## src/pkg/rfas_pkg.sv

```systemverilog
// Purpose: shared constants and types for the register field access block
// Assumes: one clock, asynchronous active-low reset
// Notes: field indices select one field of each access kind
package rfas_pkg;

    // ****************************************************
    // access kinds
    // ****************************************************
    typedef enum logic [2:0] {
        RFAS_RO   = 3'h0,
        RFAS_RW   = 3'h1,
        RFAS_RC   = 3'h2,
        RFAS_RWC  = 3'h3,
        RFAS_RW1C = 3'h4,
        RFAS_RW1S = 3'h5,
        RFAS_W1C  = 3'h6,
        RFAS_WO   = 3'h7
    } rfas_access_t;

    // ****************************************************
    // geometry and field indices
    // ****************************************************
    localparam int RFAS_WIDTH = 8;
    localparam int RFAS_IDX_W = 3;
    localparam logic [2:0] RFAS_IDX_RO = 3'h0;
    localparam logic [2:0] RFAS_IDX_RW = 3'h1;
    localparam logic [2:0] RFAS_IDX_RC = 3'h2;
    localparam logic [2:0] RFAS_IDX_RWC = 3'h3;
    localparam logic [2:0] RFAS_IDX_STATUS = 3'h4;
    localparam logic [2:0] RFAS_IDX_W1S = 3'h5;
    localparam logic [2:0] RFAS_IDX_W1C = 3'h6;
    localparam logic [2:0] RFAS_IDX_WO = 3'h7;

    // ****************************************************
    // values after reset
    // ****************************************************
    localparam logic [7:0] RFAS_RST_RW = 8'h00;
    localparam logic [7:0] RFAS_RST_RC = 8'h00;
    localparam logic [7:0] RFAS_RST_RWC = 8'h00;
    localparam logic [7:0] RFAS_RST_STATUS = 8'h00;
    localparam logic [7:0] RFAS_RST_W1S = 8'h00;
    localparam logic [7:0] RFAS_RST_WO = 8'h00;
    localparam logic [7:0] RFAS_RST_RO = 8'h00;
    localparam logic [7:0] RFAS_NO_DATA = 8'h00;

endpackage

```

## src/hw/rfas_field.sv

```systemverilog
// Purpose: one register field of a chosen access kind
// Assumes: rd and wr are one-cycle strobes already decoded for this field
// Notes: hardware set always wins over a software clear in the same cycle
`timescale 1ns/1ps
`default_nettype none

module rfas_field #(
    parameter rfas_pkg::rfas_access_t ACC = rfas_pkg::RFAS_RW,
    parameter int W = 8,
    parameter logic [W-1:0] RST = '0
) (
    // clock and reset
    input wire logic clk,
    input wire logic nrst,
    // software access
    input wire logic rd,
    input wire logic wr,
    input wire logic [W-1:0] wdata,
    // hardware side
    input wire logic [W-1:0] hw_set,
    input wire logic [W-1:0] hw_val,
    input wire logic [W-1:0] ext_clr,
    // field state
    output logic [W-1:0] value,
    output logic [W-1:0] rdata
);

    logic [W-1:0] next_value;

    always_comb begin
        next_value = value;
        case (ACC)
            rfas_pkg::RFAS_RO: begin
                next_value = hw_val;
            end
            rfas_pkg::RFAS_RW, rfas_pkg::RFAS_WO: begin
                if (wr) begin
                    next_value = wdata;
                end
            end
            rfas_pkg::RFAS_RC: begin
                // only a completed read clears
                if (rd) begin
                    next_value = '0;
                end
                next_value = next_value | hw_set;
            end
            rfas_pkg::RFAS_RWC: begin
                if (wr) begin
                    next_value = '0;
                end
                next_value = next_value | hw_set;
            end
            rfas_pkg::RFAS_RW1C: begin
                // ones clear, zeros keep; the partner write-only field clears too
                next_value = (value & ~((wr ? wdata : '0) | ext_clr)) | hw_set;
            end
            rfas_pkg::RFAS_RW1S: begin
                if (wr) begin
                    next_value = value | wdata;
                end
                next_value = next_value | hw_set;
            end
            rfas_pkg::RFAS_W1C: begin
                next_value = '0;
            end
            default: begin
                next_value = value;
            end
        endcase
    end

    always_ff @(posedge clk or negedge nrst) begin
        if (!nrst) begin
            value <= RST;
        end else begin
            value <= next_value;
        end
    end

    // write-only kinds answer a read with a fixed pattern, not stored data
    always_comb begin
        if (ACC == rfas_pkg::RFAS_WO || ACC == rfas_pkg::RFAS_W1C) begin
            rdata = rfas_pkg::RFAS_NO_DATA[W-1:0];
        end else begin
            rdata = value;
        end
    end

endmodule

`default_nettype wire

```

## src/hw/rfas_bank.sv

```systemverilog
// Purpose: bank of eight fields, one of each access kind, behind a plain access port
// Assumes: access strobes come from logic on clk; event inputs are same-clock pulses
// Notes: read data is registered one cycle after the read strobe
//
// Functional notes
// clear-on-read field returns its value, then hardware clears it
// clear-on-write field clears on any write; reads have no side effect
// write-one-to-clear: ones clear matching bits, zeros and others keep
// writing back read status clears only bits set at read time
// write-one-to-set: ones set matching bits, zeros do nothing
// write-only one-to-clear clears interrupt bits; reads return nothing meaningful
// write-only field takes writes; reads return undefined data
// software writes read-only fields with their reset value
// read-write field stores the write and returns it on read
// every bit takes its reset value after any reset
// software ignores and preserves reserved bits
// read side effects happen only on a completed read access
`timescale 1ns/1ps
`default_nettype none

module rfas_bank #(
    parameter int W = rfas_pkg::RFAS_WIDTH
) (
    // clock and reset
    input wire logic clk,
    input wire logic nrst,
    // access port
    input wire logic acc_valid,
    input wire logic acc_write,
    input wire logic [rfas_pkg::RFAS_IDX_W-1:0] acc_index,
    input wire logic [W-1:0] acc_wdata,
    // hardware events and state
    input wire logic [W-1:0] hw_state,
    input wire logic [W-1:0] ev_count,
    input wire logic [W-1:0] ev_status,
    input wire logic [W-1:0] ev_flag,
    // read answer
    output logic [W-1:0] rd_data,
    output logic rd_valid,
    // field contents
    output logic [W-1:0] ctrl_value,
    output logic [W-1:0] wo_value,
    output logic [W-1:0] flag_value,
    output logic [W-1:0] status_value
);

    // ****************************************************
    // decode
    // ****************************************************
    function automatic logic hit(input logic [2:0] idx, input logic [2:0] fld);
        hit = (idx == fld);
    endfunction

    logic rd_any;
    logic wr_any;
    logic [W-1:0] rdata [8];
    logic [W-1:0] val [8];
    logic [W-1:0] zero;

    assign zero = '0;
    // a write never counts as a read, so it cannot trigger clear-on-read
    assign rd_any = acc_valid && !acc_write;
    assign wr_any = acc_valid && acc_write;

    // ****************************************************
    // fields
    // ****************************************************
    // every field sees the shared write data; only its own strobes make it act, but a write-only clear write also clears the status field
    rfas_field #(
        .ACC(rfas_pkg::RFAS_RO),
        .W(W),
        .RST(rfas_pkg::RFAS_RST_RO[W-1:0])
    ) u_ro (
        .clk(clk),
        .nrst(nrst),
        .rd(rd_any && hit(acc_index, rfas_pkg::RFAS_IDX_RO)),
        // writes are dropped here, so whatever software writes back is harmless
        .wr(1'b0),
        .wdata(acc_wdata),
        .hw_set(zero),
        .hw_val(hw_state),
        .ext_clr(zero),
        .value(val[0]),
        .rdata(rdata[0])
    );

    rfas_field #(
        .ACC(rfas_pkg::RFAS_RW),
        .W(W),
        .RST(rfas_pkg::RFAS_RST_RW[W-1:0])
    ) u_rw (
        .clk(clk),
        .nrst(nrst),
        .rd(rd_any && hit(acc_index, rfas_pkg::RFAS_IDX_RW)),
        .wr(wr_any && hit(acc_index, rfas_pkg::RFAS_IDX_RW)),
        .wdata(acc_wdata),
        .hw_set(zero),
        .hw_val(zero),
        .ext_clr(zero),
        .value(val[1]),
        .rdata(rdata[1])
    );

    // the write strobe reaches this field but has no effect on it
    rfas_field #(
        .ACC(rfas_pkg::RFAS_RC),
        .W(W),
        .RST(rfas_pkg::RFAS_RST_RC[W-1:0])
    ) u_rc (
        .clk(clk),
        .nrst(nrst),
        .rd(rd_any && hit(acc_index, rfas_pkg::RFAS_IDX_RC)),
        .wr(wr_any && hit(acc_index, rfas_pkg::RFAS_IDX_RC)),
        .wdata(acc_wdata),
        .hw_set(ev_count),
        .hw_val(zero),
        .ext_clr(zero),
        .value(val[2]),
        .rdata(rdata[2])
    );

    rfas_field #(
        .ACC(rfas_pkg::RFAS_RWC),
        .W(W),
        .RST(rfas_pkg::RFAS_RST_RWC[W-1:0])
    ) u_rwc (
        .clk(clk),
        .nrst(nrst),
        .rd(rd_any && hit(acc_index, rfas_pkg::RFAS_IDX_RWC)),
        .wr(wr_any && hit(acc_index, rfas_pkg::RFAS_IDX_RWC)),
        .wdata(acc_wdata),
        .hw_set(ev_count),
        .hw_val(zero),
        .ext_clr(zero),
        .value(val[3]),
        .rdata(rdata[3])
    );

    // the write-only clear field acts on this status field
    rfas_field #(
        .ACC(rfas_pkg::RFAS_RW1C),
        .W(W),
        .RST(rfas_pkg::RFAS_RST_STATUS[W-1:0])
    ) u_status (
        .clk(clk),
        .nrst(nrst),
        .rd(rd_any && hit(acc_index, rfas_pkg::RFAS_IDX_STATUS)),
        .wr(wr_any && hit(acc_index, rfas_pkg::RFAS_IDX_STATUS)),
        .wdata(acc_wdata),
        .hw_set(ev_status),
        .hw_val(zero),
        .ext_clr((wr_any && hit(acc_index, rfas_pkg::RFAS_IDX_W1C)) ? acc_wdata : zero),
        .value(val[4]),
        .rdata(rdata[4])
    );

    rfas_field #(
        .ACC(rfas_pkg::RFAS_RW1S),
        .W(W),
        .RST(rfas_pkg::RFAS_RST_W1S[W-1:0])
    ) u_w1s (
        .clk(clk),
        .nrst(nrst),
        .rd(rd_any && hit(acc_index, rfas_pkg::RFAS_IDX_W1S)),
        .wr(wr_any && hit(acc_index, rfas_pkg::RFAS_IDX_W1S)),
        .wdata(acc_wdata),
        .hw_set(ev_flag),
        .hw_val(zero),
        .ext_clr(zero),
        .value(val[5]),
        .rdata(rdata[5])
    );

    // holds nothing of its own; its writes land on the status field above
    rfas_field #(
        .ACC(rfas_pkg::RFAS_W1C),
        .W(W),
        .RST(rfas_pkg::RFAS_NO_DATA[W-1:0])
    ) u_w1c (
        .clk(clk),
        .nrst(nrst),
        .rd(rd_any && hit(acc_index, rfas_pkg::RFAS_IDX_W1C)),
        .wr(wr_any && hit(acc_index, rfas_pkg::RFAS_IDX_W1C)),
        .wdata(acc_wdata),
        .hw_set(zero),
        .hw_val(zero),
        .ext_clr(zero),
        .value(val[6]),
        .rdata(rdata[6])
    );

    rfas_field #(
        .ACC(rfas_pkg::RFAS_WO),
        .W(W),
        .RST(rfas_pkg::RFAS_RST_WO[W-1:0])
    ) u_wo (
        .clk(clk),
        .nrst(nrst),
        .rd(rd_any && hit(acc_index, rfas_pkg::RFAS_IDX_WO)),
        .wr(wr_any && hit(acc_index, rfas_pkg::RFAS_IDX_WO)),
        .wdata(acc_wdata),
        .hw_set(zero),
        .hw_val(zero),
        .ext_clr(zero),
        .value(val[7]),
        .rdata(rdata[7])
    );

    // ****************************************************
    // read answer
    // ****************************************************
    // sampled before the clear lands, so a clear-on-read returns the old value
    always_ff @(posedge clk or negedge nrst) begin
        if (!nrst) begin
            rd_data <= '0;
            rd_valid <= 1'b0;
        end else begin
            rd_valid <= rd_any;
            if (rd_any) begin
                rd_data <= rdata[acc_index];
            end
        end
    end

    // field contents mirror flops inside the fields
    assign ctrl_value = val[1];
    assign status_value = val[4];
    assign flag_value = val[5];
    assign wo_value = val[7];

endmodule

`default_nettype wire

```

## config.mk

```make
export PLATFORM = sky130hd
export DESIGN_NAME = rfas_bank
export DESIGN_NICKNAME = d
export VERILOG_FILES = /design/src/pkg/rfas_pkg.sv /design/src/hw/rfas_field.sv /design/src/hw/rfas_bank.sv
export SDC_FILE = /design/constraint.sdc
export NUM_CORES = 1
export LEC_CHECK = 0
export ABC_AREA = 1
export BUFFER_PORTS_ARGS = -buffer_cell sky130_fd_sc_hd__buf_2
export CAP_MARGIN = 0
export CORE_MARGIN = 10
export CORE_UTILIZATION = 45
export DETAILED_ROUTE_END_ITERATION = 7
export PLACE_DENSITY = 0.7
export SYNTH_ARGS = -nofsm -noshare
export SYNTH_HDL_FRONTEND = slang
export SYNTH_SLANG_ARGS = --single-unit
```

## constraint.sdc

```tcl
create_clock -name clk -period 1.2 [get_ports clk]
set_clock_uncertainty 0.05 [all_clocks]
set_input_delay 0.24 -clock clk [delete_from_list [all_inputs] [get_ports clk]]
set_output_delay 0.24 -clock clk [all_outputs]
set_load 0.005 [all_outputs]
```

==> key figures <==
Placement
  • GP Congestion: 0.867
  • DP Wirelength: 6140 um
  • Pre-CTS setup slack: -42.9 ps
  • Port buffer count: 87
  • Placed cell area: 0.00362 mm2
  • Placed cells: 544

Floorplanning
  • Die Ht: 103 um
  • Rows: 30
  • IO Pins: 88
  • CORE AREA: 0.00679 mm2
  • DIE WIDTH: 103 um
  • Effective utilization at floorplan: 0.461
  • Die area: 0.0107 mm2

Routing
  • Vias post-DR: 2723
  • WL final: 8360 um
  • Drt wl/cell: 14.0 um
  • # DRC: 0
  • DR iter-0 viols: 178
  • Antenna-violating nets left: 0
  • First-pass iteration count of the detailed router: 4
  • Routed vias/inst: 4.57

Logic synthesis
  • Post-synthesis sequential area ratio: 0.519
  • Mapped Cells: 381
  • Synth Flop Type: dfrtp_1
  • Syn Nets: 428
  • Avg Cell Area, Syn: 8.22 um2
  • Synth cell types: 17
  • Area leader, netlist: dfrtp_1
  • #FFs+latches synth: 65
  • Post-synth EDFFs: 0
  • Share of the synthesized area in the top cell type: 0.519
  • Top post-synthesis cells by count: nand2_1 (154), dfrtp_1 (65), inv_1 (38)
  • Top cells by area, synth: dfrtp_1 (52%), nand2_1 (18%), buf_4 (7.0%)
  • Post-synthesis cell area: 0.00313 mm2
  • Yosys warning total: 0
  • FFs w/ async S/R, synth: 1.00
  • Most common cell in the synthesized netlist: nand2_1

Setup path
  • Startpoint types: flop
  • Crit-path max cell delay: 400 ps
  • Setup CP Type: flop to output port
  • Worst path cell trace: buf_2
  • CP arrival: 890 ps
  • Slowest-stage cell, CP: dfrtp_1
  • Crit. End Element: output port
  • Kind of cell adding the most delay to the critical path: flip-flops
  • Buf+Inv Stages, Crit Path: 1
  • Crit path max fanout: 2
  • Worst EP required: 910 ps

Final layout
  • Area grow syn2layout: 32.1%
  • Non-Filler Instances: 596
  • Nets: 542
  • Final core utilization: 0.609
  • N_diodes: 0
  • Fin area: 0.00414 mm2
  • Fill cells: 585
  • Fraction of layout cells with a size suffix above 1: 0.342

Clock tree
  • Clock latency on the worst-skew pair: 340 ps
  • Max clock buf depth: 2
  • Post-cts sizing count: 0
  • Clock Sinks: 65
  • H-Tree Level Count: 3
  • CTS clk-pin slew, worst paths: 70 ps
  • CTS root buf: clkbuf_8
  • TritonCTS clock tree: yes
  • CTS Buf Count: 9

Power and ir drop
  • Worst vdd ir: 0.000966 V
  • Power per cell area: 1330 mW/mm2
  • Leakage Power: 0.00219 uW

GRT
  • Number of global-route vias before repair: 2826
  • Total GRT Usage: 0.166
  • Largest net degree at the start of global routing: 66
  • Initial antenna violation count: 0
  • First-pass GRT wire length: 13700 um
  • Global route total overflow: 0

STA
  • Post-route clock period utilization: 0.980
  • Endpoints failing setup: 0
  • F_max: 851 MHz
  • Worst setup margin: 24.3 ps
  • Min Tclk post-route: 1180 ps
  • Count of final hold-check violations: 0
  • Slew Viols, Final: 0
  • Slew HR: 0.773
  • Setup_tns: 0 ps
  • Worst slew pin tran: 340 ps
  • RSZ-0062 raised after global routing: true

Hold path
  • Worst Hold Class: primary input to flop

Outcome
  • Outcome: complete, no violations

Flow run
  • Maxcap violations: 0
[where the power goes]
| part | internal (uW) | total (uW) | switching (uW) | leakage [uW] |
|---|---|---|---|---|
| Combinational | 471 | 977 | 506 | 0.00138 |
| Clock | 1250 | 2060 | 811 | 0.000116 |
| Sequential | 2370 | 2480 | 105 | 0.000693 |
[per-stage QoR]
step	hold WS (ps)	total power [uW]
5_1_grt	20.5	5790
3_5_place_dp	233	3390
2_1_floorplan	-106	3010
6_report	26.2	5510
4_1_cts	5.65	5540
3_3_place_gp	232	3370
[per-layer routing]
layer,GRT usage,up-vias,wire length (um),part of all wire
met5,0,-,0,0
met4,0.0791,0,190,0.023
met3,0.0611,16,686,0.082
met2,0.264,84,3930,0.47
met1,0.196,1251,3550,0.42
li1,-,1372,-,-
[placed cells by master, fill, tap and decap left out]
cell / instances
clkbuf_8: 14
dlygate4sd3_1: 9
inv_4: 1
inv_1: 38
nor2_4: 3
o21ai_2: 16
nor2_1: 9
o21ai_1: 10
buf_2: 87
nand2_1: 154
buf_12: 6
clkbuf_1: 1
dfrtp_1: 65
bufinv_16: 1
buf_4: 37
and3_1: 2
nand3_1: 24
inv_2: 3
clkinv_1: 3
o21ai_0: 14
nand3_2: 3
[cell type report]
cell class | count | area, um2 | area share
inverters | 45 | 171 | 0.0414
clock inverters | 1 | 30.0 | 0.00726
multi-input cells | 235 | 1070 | 0.258
well taps | 96 | 120 | 0.0290
repair buffers | 139 | 923 | 0.223
clock buffers | 15 | 196 | 0.0475
flip-flops and latches | 65 | 1630 | 0.393
[what timing repair did]
item                       4_1_cts  5_1_grt
setup endpoints to repair       15       11
hold endpoints to repair        73        0
buffers inserted                15       12
hold buffers                     9        0
pin swaps                        0        0
[final timing paths]
check                                          start  slack (ps)  cells past startpoint                         to
hold reg to reg               rd_data[2]$_DFFE_PN0P_         420                      2     rd_data[2]$_DFFE_PN0P_
setup / recovery           u_wo.value[3]$_DFFE_PN0P_          20                      1                wo_value[3]
max in group asynchronous                       nrst         440                      3  u_wo.value[2]$_DFFE_PN0P_
hold / removal                            ev_flag[4]          30                      3   u_w1s.rdata[4]$_DFF_PN0_
min in group asynchronous                       nrst         390                      3    u_rc.rdata[4]$_DFF_PN0_
setup reg to reg            u_w1s.rdata[3]$_DFF_PN0_         130                      7     rd_data[3]$_DFFE_PN0P_
[cell families (layout without fill, tap and decap cells)]
logic type      Yosys count  in the layout  synth area share
flops                    65             65             0.519
buf+inv                  81            200             0.139
compound gates           40             40            0.0831
simple gates            195            195             0.258
[registers in the layout, summed over array words and instances, names as in the netlist]
name	flops
u_ro.rdata	8
u_status.rdata	8
rd_valid	1
u_w1s.rdata	8
u_rwc.rdata	8
rd_data	8
u_rw.rdata	8
u_wo.value	8
u_rc.rdata	8
No activity file was read; power rests on OpenSTA's default activity.
